==> config.mk <==
export PLATFORM = sky130hd
export DESIGN_NAME = gpio_function_select
export DESIGN_NICKNAME = d
export VERILOG_FILES = /design/src/rtl/gpio_pkg.sv /design/src/rtl/pin_drive_if.sv /design/src/rtl/gpio_function_select.sv /design/src/rtl/status_output_driver.sv
export SDC_FILE = /design/constraint.sdc
export NUM_CORES = 1
export LEC_CHECK = 0
export ABC_AREA = 1
export BUFFER_PORTS_ARGS = -buffer_cell sky130_fd_sc_hd__buf_2
export CORE_ASPECT_RATIO = 1.25
export CORE_MARGIN = 3
export CORE_UTILIZATION = 45
export CTS_CLUSTER_SIZE = 25
export DETAILED_ROUTE_END_ITERATION = 10
export GPL_ROUTABILITY_DRIVEN = 0
export PLACE_DENSITY = 0.72
export SLEW_MARGIN = 40
export SYNTH_ARGS = -nofsm -noshare
export SYNTH_HDL_FRONTEND = slang
export SYNTH_SLANG_ARGS = --single-unit
==> constraint.sdc <==
create_clock -name clk -period 1.4 [get_ports clk]
set_clock_uncertainty 0.2 [all_clocks]
set_input_delay 0.28 -clock clk [delete_from_list [all_inputs] [get_ports clk]]
set_output_delay 0.28 -clock clk [all_outputs]
set_load 0.05 [all_outputs]
==> src/rtl/gpio_pkg.sv <==
package gpio_pkg;

  // Register addresses on the serial-port register map
  localparam logic [7:0] input_ctrl_addr  = 8'h46;
  localparam logic [7:0] output_ctrl_addr = 8'h50;

  // Reset contents: every function disabled
  localparam logic [4:0] input_ctrl_reset  = 5'h00;
  localparam logic [6:0] output_ctrl_reset = 7'h00;

  // Input control field layout
  localparam int input_enable_bit = 0;
  localparam int input_code_lsb   = 1;
  localparam int input_code_msb   = 3;
  // Extension bit that carries the high code bit of the slip function
  localparam int input_code_ext   = 4;
  localparam int input_ctrl_width = 5;

  // Output control field layout
  localparam int output_enable_bit = 0;
  localparam int output_type_bit   = 1;
  localparam int output_code_lsb   = 2;
  localparam int output_code_msb   = 6;
  localparam int output_ctrl_width = 7;

  typedef enum logic [3:0] {
    input_none    = 4'h0,
    input_sleep   = 4'h2,
    input_mute    = 4'h3,
    input_pulse   = 4'h4,
    input_reseed  = 4'h5,
    input_restart = 4'h6,
    input_slip    = 4'h8
  } input_function_t;

  localparam logic [4:0] out_alarm         = 5'h00;
  localparam logic [4:0] out_readback      = 5'h01;
  localparam logic [4:0] out_sysref_unsync = 5'h02;
  localparam logic [4:0] out_phase_status  = 5'h03;
  localparam logic [4:0] out_sync_request  = 5'h04;
  localparam logic [4:0] out_channel_busy  = 5'h05;
  localparam logic [4:0] out_fsm_state0    = 5'h06;
  localparam logic [4:0] out_fsm_state3    = 5'h09;
  localparam logic [4:0] out_force_one     = 5'h0A;
  localparam logic [4:0] out_force_zero    = 5'h0B;
  localparam logic [4:0] out_pulse_status  = 5'h19;

  localparam logic open_drain_type = 1'b0;
  localparam logic push_pull_type  = 1'b1;

  // Cycles the dividers take to process a slip before the alarm
  localparam int slip_process_cycles = 16;

endpackage

==> src/rtl/pin_drive_if.sv <==
`timescale 1ns/1ps
interface pin_drive_if;
  logic [4:0] output_function_code;
  logic       output_driver_type;
  logic       output_driver_enable;
  logic       sleep_active;
  logic       alarm;
  logic       serial_readback_line;
  logic       sysref_unsynced;
  logic       phase_status;
  logic       sync_request_status;
  logic       channel_fsm_busy;
  logic [3:0] sysref_fsm_state;
  logic       pulse_request_status;

  modport source
  (
    output output_function_code,
    output output_driver_type,
    output output_driver_enable,
    output sleep_active,
    output alarm,
    output serial_readback_line,
    output sysref_unsynced,
    output phase_status,
    output sync_request_status,
    output channel_fsm_busy,
    output sysref_fsm_state,
    output pulse_request_status
  );

  modport driver
  (
    input output_function_code,
    input output_driver_type,
    input output_driver_enable,
    input sleep_active,
    input alarm,
    input serial_readback_line,
    input sysref_unsynced,
    input phase_status,
    input sync_request_status,
    input channel_fsm_busy,
    input sysref_fsm_state,
    input pulse_request_status
  );
endinterface

==> src/rtl/gpio_function_select.sv <==
`timescale 1ns/1ps
module gpio_function_select
#(
  parameter int slip_cycles = gpio_pkg::slip_process_cycles
)
(
  input  wire logic       clk,
  input  wire logic       reset,
  input  wire logic       ce,
  // Register access from the serial-port logic
  input  wire logic [7:0] reg_addr,
  input  wire logic [7:0] reg_wdata,
  input  wire logic       reg_write,
  input  wire logic       reg_read,
  output logic      [7:0] reg_rdata,
  // Shared pin
  input  wire logic       general_purpose_input,
  output logic            status_output_pin_out,
  output logic            status_output_pin_oe_n,
  // Internal status sources
  input  wire logic       alarm,
  input  wire logic       serial_readback_line,
  input  wire logic       sysref_unsynced,
  input  wire logic       phase_status,
  input  wire logic       sync_request_status,
  input  wire logic       channel_fsm_busy,
  input  wire logic [3:0] sysref_fsm_state,
  input  wire logic       pulse_request_status,
  // Device actions
  output logic            sleep_mode,
  output logic            output_network_disable,
  output logic            io_buffer_disable,
  output logic            mute_drivers,
  output logic            pulse_generator_request,
  output logic            reseed_request,
  output logic            restart_request,
  output logic            slip_request,
  output logic            phase_sync_alarm_set
);

  localparam int count_width = $clog2(slip_cycles + 1);

  // Elaboration-time guard: the slip counter needs at least one cycle
  if (slip_cycles < 1)
  begin : slip_cycles_check
    $error("slip_cycles must be at least one");
  end

  logic [gpio_pkg::input_ctrl_width-1:0]  input_ctrl;
  logic [gpio_pkg::output_ctrl_width-1:0] output_ctrl;
  logic                                   pin_meta;
  logic                                   pin_sync;
  logic                                   pin_prev;
  logic [3:0]                             input_code;
  logic                                   input_enabled;
  logic                                   pin_rise;
  logic                                   next_sleep;
  logic                                   next_mute;
  logic                                   next_pulse;
  logic                                   next_reseed;
  logic                                   next_restart;
  logic                                   next_slip;
  logic [count_width-1:0]                 slip_count;
  logic                                   slip_pending;

  // Configuration writes; restart never touches these
  always_ff @(posedge clk)
  begin
    if (reset)
    begin
      input_ctrl  <= gpio_pkg::input_ctrl_reset;
      output_ctrl <= gpio_pkg::output_ctrl_reset;
    end
    else if (ce && reg_write)
    begin
      if (reg_addr == gpio_pkg::input_ctrl_addr)
        input_ctrl <= reg_wdata[gpio_pkg::input_ctrl_width-1:0];
      if (reg_addr == gpio_pkg::output_ctrl_addr)
        output_ctrl <= reg_wdata[gpio_pkg::output_ctrl_width-1:0];
    end
  end

  // Readback; unused and reserved bits read zero
  always_ff @(posedge clk)
  begin
    if (reset)
      reg_rdata <= 8'h00;
    else if (ce && reg_read)
    begin
      if (reg_addr == gpio_pkg::input_ctrl_addr)
        reg_rdata <= {3'h0, input_ctrl};
      else if (reg_addr == gpio_pkg::output_ctrl_addr)
        reg_rdata <= {1'h0, output_ctrl};
      else
        reg_rdata <= 8'h00;
    end
  end

  // Pin comes from the board, so it is synchronised first
  always_ff @(posedge clk)
  begin
    if (reset)
    begin
      pin_meta <= 1'b0;
      pin_sync <= 1'b0;
      pin_prev <= 1'b0;
    end
    else if (ce)
    begin
      pin_meta <= general_purpose_input;
      pin_sync <= pin_meta;
      pin_prev <= pin_sync;
    end
  end

  assign input_code    = {input_ctrl[gpio_pkg::input_code_ext],
                          input_ctrl[gpio_pkg::input_code_msb:
                                     gpio_pkg::input_code_lsb]};
  // Decoding waits on enable, so a code change made while disabled is
  // never seen half written
  assign input_enabled = input_ctrl[gpio_pkg::input_enable_bit];
  assign pin_rise      = pin_sync && !pin_prev;

  always_comb
  begin
    next_sleep   = 1'b0;
    next_mute    = 1'b0;
    next_pulse   = 1'b0;
    next_reseed  = 1'b0;
    next_restart = 1'b0;
    next_slip    = 1'b0;
    if (input_enabled)
    begin
      unique case (input_code)
        gpio_pkg::input_sleep:   next_sleep   = pin_sync;
        gpio_pkg::input_mute:    next_mute    = pin_sync;
        gpio_pkg::input_pulse:   next_pulse   = pin_sync;
        gpio_pkg::input_reseed:  next_reseed  = pin_rise;
        gpio_pkg::input_restart: next_restart = pin_rise;
        gpio_pkg::input_slip:    next_slip    = pin_rise;
        default:                 next_sleep   = 1'b0;
      endcase
    end
  end

  // Level actions follow the pin; one-shot actions fire on its rising edge
  always_ff @(posedge clk)
  begin
    if (reset)
    begin
      sleep_mode              <= 1'b0;
      mute_drivers            <= 1'b0;
      pulse_generator_request <= 1'b0;
      reseed_request          <= 1'b0;
      restart_request         <= 1'b0;
      slip_request            <= 1'b0;
    end
    else if (ce)
    begin
      sleep_mode              <= next_sleep;
      mute_drivers            <= next_mute;
      pulse_generator_request <= next_pulse;
      reseed_request          <= next_reseed;
      restart_request         <= next_restart;
      slip_request            <= next_slip;
    end
  end

  // Sleep shuts the buffers; mute leaves them and the dividers alone
  assign output_network_disable = sleep_mode;
  assign io_buffer_disable      = sleep_mode;

  // Slip processing delay; a new slip during processing restarts it
  always_ff @(posedge clk)
  begin
    if (reset)
    begin
      slip_count           <= '0;
      slip_pending         <= 1'b0;
      phase_sync_alarm_set <= 1'b0;
    end
    else if (ce)
    begin
      phase_sync_alarm_set <= 1'b0;
      if (slip_request)
      begin
        slip_pending <= 1'b1;
        slip_count   <= count_width'(slip_cycles - 1);
      end
      else if (slip_pending)
      begin
        if (slip_count == '0)
        begin
          slip_pending         <= 1'b0;
          phase_sync_alarm_set <= 1'b1;
        end
        else
          slip_count <= slip_count - 1'b1;
      end
    end
  end

  pin_drive_if drive ();

  assign drive.output_function_code = output_ctrl[gpio_pkg::output_code_msb:
                                          gpio_pkg::output_code_lsb];
  assign drive.output_driver_type   = output_ctrl[gpio_pkg::output_type_bit];
  assign drive.output_driver_enable =
    output_ctrl[gpio_pkg::output_enable_bit];
  assign drive.sleep_active         = sleep_mode;
  assign drive.alarm                = alarm;
  assign drive.serial_readback_line = serial_readback_line;
  assign drive.sysref_unsynced      = sysref_unsynced;
  assign drive.phase_status         = phase_status;
  assign drive.sync_request_status  = sync_request_status;
  assign drive.channel_fsm_busy     = channel_fsm_busy;
  assign drive.sysref_fsm_state     = sysref_fsm_state;
  assign drive.pulse_request_status = pulse_request_status;

  // Output path runs independently of the input decode, except that sleep_mode releases the pin
  status_output_driver driver_inst
  (
    .clk                    (clk),
    .reset                  (reset),
    .ce                     (ce),
    .cfg                    (drive),
    .status_output_pin_out  (status_output_pin_out),
    .status_output_pin_oe_n (status_output_pin_oe_n)
  );

endmodule

==> src/rtl/status_output_driver.sv <==
`timescale 1ns/1ps
module status_output_driver
(
  input  wire logic     clk,
  input  wire logic     reset,
  input  wire logic     ce,
  pin_drive_if.driver   cfg,
  output logic          status_output_pin_out,
  output logic          status_output_pin_oe_n
);

  logic selected_level;

  always_comb
  begin
    selected_level = 1'b0;
    if (cfg.output_function_code >= gpio_pkg::out_fsm_state0 &&
        cfg.output_function_code <= gpio_pkg::out_fsm_state3)
    begin
      selected_level = cfg.sysref_fsm_state[2'(cfg.output_function_code
                       - gpio_pkg::out_fsm_state0)];
    end
    else
    begin
      unique case (cfg.output_function_code)
        gpio_pkg::out_alarm:         selected_level = cfg.alarm;
        gpio_pkg::out_readback:
          selected_level = cfg.serial_readback_line;
        gpio_pkg::out_sysref_unsync:
          selected_level = cfg.sysref_unsynced;
        gpio_pkg::out_phase_status:
          selected_level = cfg.phase_status;
        gpio_pkg::out_sync_request:
          selected_level = cfg.sync_request_status;
        gpio_pkg::out_channel_busy:
          selected_level = cfg.channel_fsm_busy;
        gpio_pkg::out_force_one:     selected_level = 1'b1;
        gpio_pkg::out_force_zero:    selected_level = 1'b0;
        gpio_pkg::out_pulse_status:
          selected_level = cfg.pulse_request_status;
        // Reserved codes hold the pin at a fixed low
        default:                     selected_level = 1'b0;
      endcase
    end
  end

  // Open drain releases the pin for a one and pulls it low for a zero
  always_ff @(posedge clk)
  begin
    if (reset)
    begin
      status_output_pin_out  <= 1'b0;
      status_output_pin_oe_n <= 1'b1;
    end
    else if (ce)
    begin
      if (!cfg.output_driver_enable || cfg.sleep_active)
      begin
        status_output_pin_out  <= 1'b0;
        status_output_pin_oe_n <= 1'b1;
      end
      else if (cfg.output_driver_type == gpio_pkg::push_pull_type)
      begin
        status_output_pin_out  <= selected_level;
        status_output_pin_oe_n <= 1'b0;
      end
      else
      begin
        status_output_pin_out  <= 1'b0;
        status_output_pin_oe_n <= selected_level;
      end
    end
  end

endmodule

==> impl_results.md, run 1 <==
* Synthesized area at approximately 1800 µm²
* Maxcap violations at 0
* Maximum buffer depth of the clock tree at 2
* Hold_sp: general_purpose_input
* Layout cell share with drive strength beyond 1 at 0.354
* Psw at 0.513 mW
* Gate Count Post-Synth at 264
* Status: finished with violations
* Endpoints failing setup at 2
* Clk pwr share at 0.345
* Die height at roughly 77 µm
* Pre-CTS WS at -0.131 ns
* R2R cell count at 7
* DR iter-0 viols at 79
* Final ANT Viol Nets at 0
* Drt drc at 0
* Failing checks: negative setup slack
* Hold Fails Final Rpt at 0
* CTS hold repair buffers at 0
* Vias at 1917
* Vias per cell at 4.92
* Fin crit share at 1.02
* Layout Nets at 370
* Critical path class: flop to flop
* Max VDD drop at 0.488 mV
* Crit path from: slip_count[0]
* Reg power frac at 0.536
* Vias in the first global route at between 1500 and 2000
* First-pass GRT wire length at 7890 µm
* Ports at 52
* Fmax at about 700 MHz
* Netlist cell types at 30
* Largest net degree at the start of global routing at 15
* Post-synthesis sequential area ratio at 0.411
* Site Rows at 25
* Crit path capture type: flop
* CTS H-Tree Depth at 2
* CTS tree: yes
* Main synth FF type: dfxtp_1
* 1st-pass router iterations at 4
* Synthesized Nets at 299
* Critical R2R Capture: slip_count[3]
* R2R Setup Slk at -0.03 ns
* CTS Sinks at 37
* RSZ-0062 raised after global routing: yes
* Hold Path End: pin_meta
* Average wire per standard cell at 11.6 µm
* Post-route setup slack at -0.0302 ns
* Max-slew violation count at 0
* Largest family of logic cells by synthesized area: simple AND/OR/NAND/NOR gates
* Tmin final at 1.43 ns
* Clock root buffer: clkbuf_8
* Initial antenna violation count at 0
* CP Launch Type: flop
* Die area at 4810 µm²
* Leakage Power at about 1.1 nW
* Ys async rst share at 0
* Post-synth EDFFs at 0
* Antenna cells at 0
* Post-DP HPWL at 3450 µm
* Post-synthesis simple-gate area fraction at 0.288
* IO Port Bufs at 49
* Critical path data arrival time at 1.45 ns
* Mux contribution to synthesized area at 0
* Inserted Clock Buffers at 5
* Clock transition at path regs at approximately 0.070 ns
* Launch point of the worst reg-to-reg path: slip_count[0]
* Internal cell power at 1.50 mW
* Adder-cell share of the synthesized area at 0.0139
* Area delta synth->final at 38.1%
* GRT Residual Overflow at 0
* Power per cell area at around 810 nW/µm²
* Skew-Pair Late Insertion Delay at 0.29 ns
* XOR/XNOR share of the synthesized area at 0.00485
* Syn Area/Cell at 6.83 µm²
* Comb power frac at 0.119
* Worst Hold Class: input port to flop
* Crit-path max FO at 2
* Sw frac at 0.255
* GRT Resource Usage Total at 0.202
* Initial Util at 0.473
* Critical Path RT at 1.42 ns
* Pwr Total at between 2 and 2.5 mW
* Drt total wl at 4530 µm
* Flops & latches, synth at 37
* Synth Area in Compound Gates at 0.174
* Chip width at 62.6 µm
* Synth warnings at 0
* Hold path cells at 3
* Core ar. at 3820 µm²
Yosys cell counts (3+ instances only):
cell / n / area share
nand2_1: 46 / 0.096
dfxtp_1: 37 / 0.41
nor2_1: 34 / 0.071
inv_1: 32 / 0.067
a21oi_1: 29 / 0.080
o21ai_0: 17 / 0.047
nand3_1: 16 / 0.044
o21ai_1: 11 / 0.031
nand4_1: 6 / 0.021
buf_4: 4 / 0.017
clkbuf_1: 3 / 0.0062
nand2_2: 3 / 0.010
nor3_1: 3 / 0.0083
worst max-delay path: stages (launching register included):
cell     delay (ns)
dfxtp_1        0.33
inv_2          0.05
ha_4           0.16
nand3_4        0.09
buf_6          0.10
nand4_1        0.11
o21a_1         0.21
a21oi_2        0.10
final cells by class:
cell class	count	area, µm²
clock buffers	6	72.6
clock inverters	2	10.0
fillers	380	1320
inverters	36	139
multi-input cells	181	970
flip-flops and latches	37	757
well taps	54	67.6
repair buffers	74	477
power groups by stage:
stage	clock, mW	sequential, mW	combinational [mW]
6_report	0.695	1.08	0.240
5_1_grt	0.767	1.08	0.267
4_1_cts	0.721	1.08	0.236
3_5_place_dp	0	1.11	0.236
3_3_place_gp	0	1.11	0.231
2_1_floorplan	0	1.15	0.0893
layout by cell type (no fill, tap or decap), drive strengths merged, types with 4 or more instances in the layout:
cell type	instances
buf	71
nand2	49
dfxtp	37
inv	34
nor2	34
a21oi	29
o21ai	28
nand3	17
clkbuf	9
nand4	6
clkinv	4
nor4	4
how the worst max path moves through the flow:
stage / to / depth (start not counted) / slack [ns]
floorplan: slip_count[4] / 8 / 0.02
global placement: reg_rdata[3] / 8 / -0.13
detailed placement: reg_rdata[1] / 8 / -0.13
CTS: driver_inst.status_output_pin_oe_n / 9 / -0.04
global route: driver_inst.status_output_pin_oe_n / 9 / -0.13
finish: slip_count[3] / 7 / -0.03
registers in the layout, indices dropped and copies added (netlist names):
register                            count
output_ctrl                             7
reg_rdata                               7
input_ctrl                              5
slip_count                              5
driver_inst.status_output_pin_oe_n      1
driver_inst.status_output_pin_out       1
io_buffer_disable                       1
mute_drivers                            1
phase_sync_alarm_set                    1
pin_meta                                1
pin_prev                                1
pin_sync                                1
pulse_generator_request                 1
reseed_request                          1
restart_request                         1
slip_pending                            1
slip_request                            1
cells by family (layout without fill, tap and decap cells):
group,Yosys count,after routing
compound gates,61,61
xor+xnor,1,1
fa+ha+maj,2,2
buf+inv,46,118
flops,37,37
other cells,1,1
simple gates,116,116
through the flow:
stage / instances / instance area [µm²] / TNS (ns) / hold WS, ns / utilization
floorplan: 264 / 1810 / 0 / 0.215 / -
global placement: 381 / 2260 / -1.92 / 0.248 / 0.592
detailed placement: 381 / 2260 / -2.00 / 0.254 / 0.592
CTS: 390 / 2400 / -0.0367 / 0.00962 / 0.630
global route: 390 / 2490 / -0.412 / 0.0300 / 0.653
finish: 390 / 2490 / -0.0586 / 0.0115 / 0.653
routing by layer:
metal	part of all wire	GRT usage	vias up
met4	0.025	0.0905	0
met1	0.41	0.224	848
met3	0.052	0.0410	13
met2	0.51	0.367	54
met5	0	0	-
li1	-	-	1002
what timing repair did:
item	CTS	global route
setup endpoints to repair	10	14
resized for setup	20	29
endpoints found under the hold margin	0	0
setup buffers	1	0
pin swaps	3	7
Power figures use the tool's default switching activity.
==> run 2: changes to the inputs <==
--- a/config.mk
+++ b/config.mk
@@ -7,13 +7,16 @@
 export LEC_CHECK = 0
 export ABC_AREA = 1
 export BUFFER_PORTS_ARGS = -buffer_cell sky130_fd_sc_hd__buf_2
+export CELL_PAD_IN_SITES_DETAIL_PLACEMENT = 1
+export CELL_PAD_IN_SITES_GLOBAL_PLACEMENT = 1
 export CORE_ASPECT_RATIO = 1.25
 export CORE_MARGIN = 3
-export CORE_UTILIZATION = 45
+export CORE_UTILIZATION = 32
 export CTS_CLUSTER_SIZE = 25
 export DETAILED_ROUTE_END_ITERATION = 10
 export GPL_ROUTABILITY_DRIVEN = 0
-export PLACE_DENSITY = 0.72
+export PLACE_DENSITY = 0.73
+export SETUP_SLACK_MARGIN = 0.3
 export SLEW_MARGIN = 40
 export SYNTH_ARGS = -nofsm -noshare
 export SYNTH_HDL_FRONTEND = slang
==> impl_results.md, run 2 (synthesis gave the netlist of run 1 again) <==
* Status: finished with violations
* Failing checks: negative setup slack
* Maximum buffer depth of the clock tree at 2 (unchanged)
* Launch point of the worst reg-to-reg path: slip_count[0]
* Die area at 6580 µm² (+37%)
* R2R Setup Slk at -0.06 ns (-0.03 ns)
* Pwr Total at 2.34 mW (+16%)
* Max VDD drop at 0.511 mV (+4.7%)
* Worst path top cell family by delay: simple AND/OR/NAND/NOR gates
* CTS Sinks at 37 (unchanged)
* Multi-input logic area at 1280 µm² (+32%)
* Die height at 90.0 µm (+17%)
* Most common cell after layout, fill and taps aside: nand2_1
* Maxcap violations at 0 (unchanged)
* Critical path class: flop to flop
* Most frequent cells in the layout: 31 x nand2_1, 24 x nor2_1, 24 x buf_2, 24 x buf_4, 22 x inv_1
* Critical Path RT at 1.39 ns (-0.03 ns)
* Vias in the first global route at 2206 (+19%)
* CTS H-Tree Depth at 2 (unchanged)
* Leakage Power at 1.32 nW (+19%)
* Critical R2R Capture: slip_count[2]
* Psw at 0.614 mW (+20%)
* Layout Nets at 381 (+3.0%)
* Average wire per standard cell at 16.1 µm (+38%)
* Setup TNS at -0.140 ns (-0.0810 ns)
* Fmax at 685 MHz (-2.1%)
* 1st-pass router iterations at 4 (unchanged)
* CTS tree: yes
* Tmin final at 1.46 ns (+0.0301 ns)
* Initial antenna violation count at 0 (unchanged)
* Max-slew violation count at 0 (unchanged)
* Skew-Pair Late Insertion Delay at 0.30 ns (about the same)
* Hold path cells at 3 (unchanged)
* DR iter-0 viols at 69 (-13%)
* Fin crit share at 1.04 (+0.0215)
* Antenna cells at 0 (unchanged)
* RSZ-0062 raised after global routing: yes
* Area delta synth->final at 78.4%
* Crit path capture type: flop
* Critical path data arrival time at 1.45 ns (about the same)
* Power per cell area at 726 nW/µm² (-10%)
* Hold WS at 0.0106 ns (-0.000864 ns)
* Reg area at 802 µm² (+6.0%)
* GRT Residual Overflow at 0 (unchanged)
* CTS hold repair buffers at 0 (unchanged)
* Hold Fails Final Rpt at 0 (unchanged)
* Clock transition at path regs at 0.08 ns (about the same)
* CP Depth at 8 (+1)
* Worst-path cell chain: inv_2, ha_4, nand3_4, nand2_4, nand2_8, nand2_2, xor2_1, a21oi_1
* Hold_sp: general_purpose_input
* Layout cell share with drive strength beyond 1 at 0.582 (+0.228)
* Site Rows at 29 (+16%)
* Initial Util at 0.343 (-0.130)
* Final ANT Viol Nets at 0 (unchanged)
* Largest net degree at the start of global routing at 20 (+5)
* Endpoints failing setup at 3 (+1)
* Post-DP HPWL at 4190 µm (+21%)
* Ports at 52 (unchanged)
* Crit path buf inv count at 1 (-1)
* Post-route setup slack at -0.0603 ns (-0.0301 ns)
* Chip width at 73.2 µm (+17%)
* Worst stage delay on the critical path at 0.32 ns (about the same)
* Comb power frac at 0.152 (+0.033)
* Inserted Clock Buffers at 5 (unchanged)
* Hold Path End: pin_meta
* CP Launch Type: flop
* Slowest CP cell: dfxtp_2
* Biggest regs: output_ctrl x7, reg_rdata x7
* Vias at 2095 (+9.3%)
* Worst Hold Class: input port to flop
* Drt total wl at 6580 µm (+45%)
* Vias per cell at 5.12 (+4.2%)
* Reg power frac at 0.462 (-0.074)
* Clk pwr share at 0.386 (+0.041)
* Fillers at 603 (+59%)
* R2R cell count at 8 (+1)
* First-pass GRT wire length at 10300 µm (+31%)
* GRT Resource Usage Total at 0.201 (-0.00169)
* Crit-path max FO at 5 (+3)
* Drt drc at 0 (unchanged)
* IO Port Bufs at 49 (unchanged)
* Clock root buffer: clkbuf_8
* Internal cell power at 1.72 mW (+15%)
* Core ar. at 5260 µm² (+38%)
* Sw frac at 0.263 (+0.00780)
-- run 2: cell types whose count changed in the layout (fill, tap and decap cells not counted), sizes merged --
cell      before  now
nand3         17   18
clkinv         4    2
clkinvlp       0    2
buf           71   81
-- run 2: layout make-up --
cell class	instances	area share
repair inverters	2	0.00350
repair buffers	82	0.241
clock buffers	8	0.0346
multi-input cells	182	0.396
flip-flops and latches	37	0.249
inverters	36	0.0513
well taps	62	0.0241
-- run 2: per-layer routing --
layer  track usage  up-vias  wire length (µm)
met1         0.223     1006              2500
li1              -     1030                 -
met3        0.0458       11               237
met4        0.0646        0               119
met2         0.363       48              3720
met5             0        -                 0
-- run 2: tightest hold or removal path, stage by stage --
cell and delay, ns:
buf_2 0.08, nor2_1 0.04, nor2_1 0.08
-- run 2: power groups by stage --
stage	registers, mW	clock network, mW	logic, mW
floorplan	1.15	0	0.0978
global placement	1.10	0	0.254
detailed placement	1.10	0	0.259
CTS	1.08	0.921	0.322
global route	1.08	0.970	0.381
finish	1.08	0.902	0.355
-- run 2: through the flow --
stage                     utilization  setup WS (ns)  instances  instance area [µm²]
final                           0.612        -0.0603        409                 3220
after global routing            0.612         -0.148        409                 3220
after CTS                       0.557        -0.0627        402                 2930
after detailed placement        0.445         -0.138        383                 2340
after global placement          0.445        -0.0931        383                 2340
after floorplan                     -         0.0696        264                 1930
-- run 2: how the worst max path moves through the flow --
stage / start / slack [ns] / to
6_report: slip_count[0] / -0.06 / slip_count[2]
3_5_place_dp: reg_addr[3] / -0.14 / input_ctrl[3]
4_1_cts: output_ctrl[3] / -0.06 / driver_inst.status_output_pin_oe_n
5_1_grt: output_ctrl[3] / -0.15 / driver_inst.status_output_pin_oe_n
3_3_place_gp: reg_addr[3] / -0.09 / input_ctrl[3]
2_1_floorplan: slip_count[0] / 0.07 / slip_count[2]
-- run 2: timing repair --
| item | 4_1_cts | 5_1_grt |
|---|---|---|
| cloned | 3 | 0 |
| pin swaps | 27 | 30 |
| gates resized for setup | 122 | 66 |
| buffers inserted | 8 | 7 |
| endpoints found under the setup margin | 51 | 52 |
| hold endpoints to repair | 0 | 0 |
==> run 3: changes to the inputs <==
--- a/config.mk
+++ b/config.mk
@@ -15,6 +15,7 @@
 export CTS_CLUSTER_SIZE = 25
 export DETAILED_ROUTE_END_ITERATION = 10
 export GPL_ROUTABILITY_DRIVEN = 0
+export GPL_TIMING_DRIVEN = 0
 export PLACE_DENSITY = 0.73
 export SETUP_SLACK_MARGIN = 0.3
 export SLEW_MARGIN = 40
==> constraint.sdc (replaced) <==
create_clock -name clk -period 1.4 [get_ports clk]
set_clock_uncertainty 0.2 [all_clocks]
set_input_delay 0 -clock clk [delete_from_list [all_inputs] [get_ports clk]]
set_output_delay 0 -clock clk [all_outputs]
set_load 0.05 [all_outputs]
==> impl_results.md, run 3 (synthesis gave the netlist of run 1 again) <==
* Status: finished with violations
* Failing checks: negative hold slack, negative setup slack
* Die height at 90.0 µm (unchanged)
* CP Launch Type: flop
* Fin crit share at 1.04 (+0.00176)
* Vias at 2059 (-1.7%)
* Inserted Clock Buffers at 5 (unchanged)
* Vias in the first global route at 2020 (-8.4%)
* Drt drc at 0 (unchanged)
* CTS H-Tree Depth at 2 (unchanged)
* Post-route setup slack at -0.0628 ns (-0.00246 ns)
* Hold WS at -0.0720 ns (-0.0827 ns)
* Fmax at 684 MHz (-0.17%)
* Final ANT Viol Nets at 0 (unchanged)
* GRT Residual Overflow at 0 (unchanged)
* Maximum buffer depth of the clock tree at 2 (unchanged)
* RSZ-0062 raised after global routing: yes
* Post-DP HPWL at 4070 µm (-2.7%)
* Layout Nets at 377 (-1.0%)
* Critical path class: flop to flop
* Hold Fails Final Rpt at 7 (+7)
* IO Port Bufs at 48 (-2.0%)
* Clock root buffer: clkbuf_8
* 1st-pass router iterations at 4 (unchanged)
* CTS Sinks at 37 (unchanged)
* Site Rows at 29 (unchanged)
* Drt total wl at 6080 µm (-7.6%)
* GRT Resource Usage Total at 0.180 (-0.0202)
* Average wire per standard cell at 15.0 µm (-6.7%)
* Layout cell share with drive strength beyond 1 at 0.446 (-0.136)
* Worst Hold Class: input port to flop
* Ports at 52 (unchanged)
* Skew-Pair Late Insertion Delay at 0.29 ns (about the same)
* Power per cell area at 764 nW/µm² (+5.3%)
* Leakage Power at 1.18 nW (-10%)
* Relative slew slack at 0.633
* Most common cell after layout, fill and taps aside: nand2_1
* Critical path data arrival time at 1.45 ns (about the same)
* CTS tree: yes
* Crit-path max FO at 7 (+2)
* Clock transition at path regs at 0.08 ns (about the same)
* Worst Max-Slew Pin Slew at 0.550 ns
* Pre-CTS WS at -0.0788 ns (+0.0593 ns)
* First-pass GRT wire length at 9380 µm (-9.1%)
* Maxcap violations at 0 (unchanged)
* Chip width at 73.2 µm (unchanged)
* Vias per cell at 5.08 (-0.75%)
* Die area at 6580 µm² (unchanged)
* Endpoints failing setup at 4 (+1)
* Critical Path RT at 1.39 ns (about the same)
* DR iter-0 viols at 46 (-33%)
* Biggest regs: output_ctrl x7, reg_rdata x7
* Tmin final at 1.46 ns (+0.00246 ns)
* Crit path capture type: flop
* Max VDD drop at 0.410 mV (-20%)
* Final core occ at 0.537 (-0.0754)
* Max-slew violation count at 0 (unchanged)
* Area delta synth->final at 56.4%
* Initial Util at 0.343 (unchanged)
* Core ar. at 5260 µm² (unchanged)
* Antenna cells at 0 (unchanged)
* Largest net degree at the start of global routing at 13 (-35%)
* Most frequent cells in the layout: 39 x nand2_1, 36 x buf_2, 27 x nor2_1
* Initial antenna violation count at 0 (unchanged)
* Pwr Total at 2.16 mW (-7.7%)
-- run 3: cell types whose count changed in the layout (fill, tap and decap cells not counted), sizes merged --
cell / previous run / this run
buf: 81 / 57
dlygate4sd3: 0 / 12
clkbuf: 9 / 17
clkinv: 2 / 5
clkinvlp: 2 / 0
dlymetal6s4s: 0 / 1
inv: 34 / 33
nand3: 18 / 17
-- run 3: path summary, 6_finish.rpt --
path	from	to	slack, ns	cells past startpoint
setup reg to reg	output_ctrl[3]	driver_inst.status_output_pin_oe_n	-0.06	8
hold reg to reg	restart_request	restart_request	0.27	2
hold / removal	reg_addr[0]	input_ctrl[4]	-0.07	4
setup / recovery	output_ctrl[3]	driver_inst.status_output_pin_oe_n	-0.06	8
-- run 3: through the flow --
step	area (µm²)	TNS (ns)	hold slack [ns]	std cells
after floorplan	1880	0	-0.0651	264
after global placement	2190	-0.0756	0.0274	374
after detailed placement	2190	-0.133	0.0356	374
after CTS	2560	-0.0735	-0.112	398
after global routing	2820	-0.631	-0.0504	405
final	2820	-0.141	-0.0720	405
-- run 3: timing repair --
item	in CTS	in global routing
gates resized for setup	39	57
hold buffers	11	2
endpoints found under the setup margin	20	32
pin swaps	11	18
hold endpoints to repair	19	7
setup buffers	5	5
-- run 3: cell type report --
type                       count  area (µm²)
multi-input combinational    181        1120
fill                         650        2440
clock inverter                 2        13.8
buffer                        10        63.8
timing repair buffer          71         517
inverter                      36         151
tap                           62        77.6
sequential                    37         796
clock buffer                   6        82.6
-- run 3: report_power, final --
group	switching, mW	internal (mW)
combinational	0.174	0.109
clock	0.401	0.399
sequential	0.0143	1.06
total	0.589	1.57
-- run 3: metal layers --
layer  part of all wire  up-vias  routed length (µm)  global-route usage
met5                  0        -                   0                   0
met3              0.047       14                 286              0.0379
li1                   -     1018                   -                   -
met1               0.39      976                2360               0.208
met2               0.54       51                3270               0.322
met4              0.027        0                 167              0.0554
-- run 3: critical path: stages, from the launching register on --
cell,delay (ns)
dfxtp_4,0.42
inv_4,0.06
buf_4,0.13
nor2_1,0.10
nor2_1,0.05
nand2_1,0.06
nand3_1,0.13
o21bai_1,0.15
nand2_1,0.06
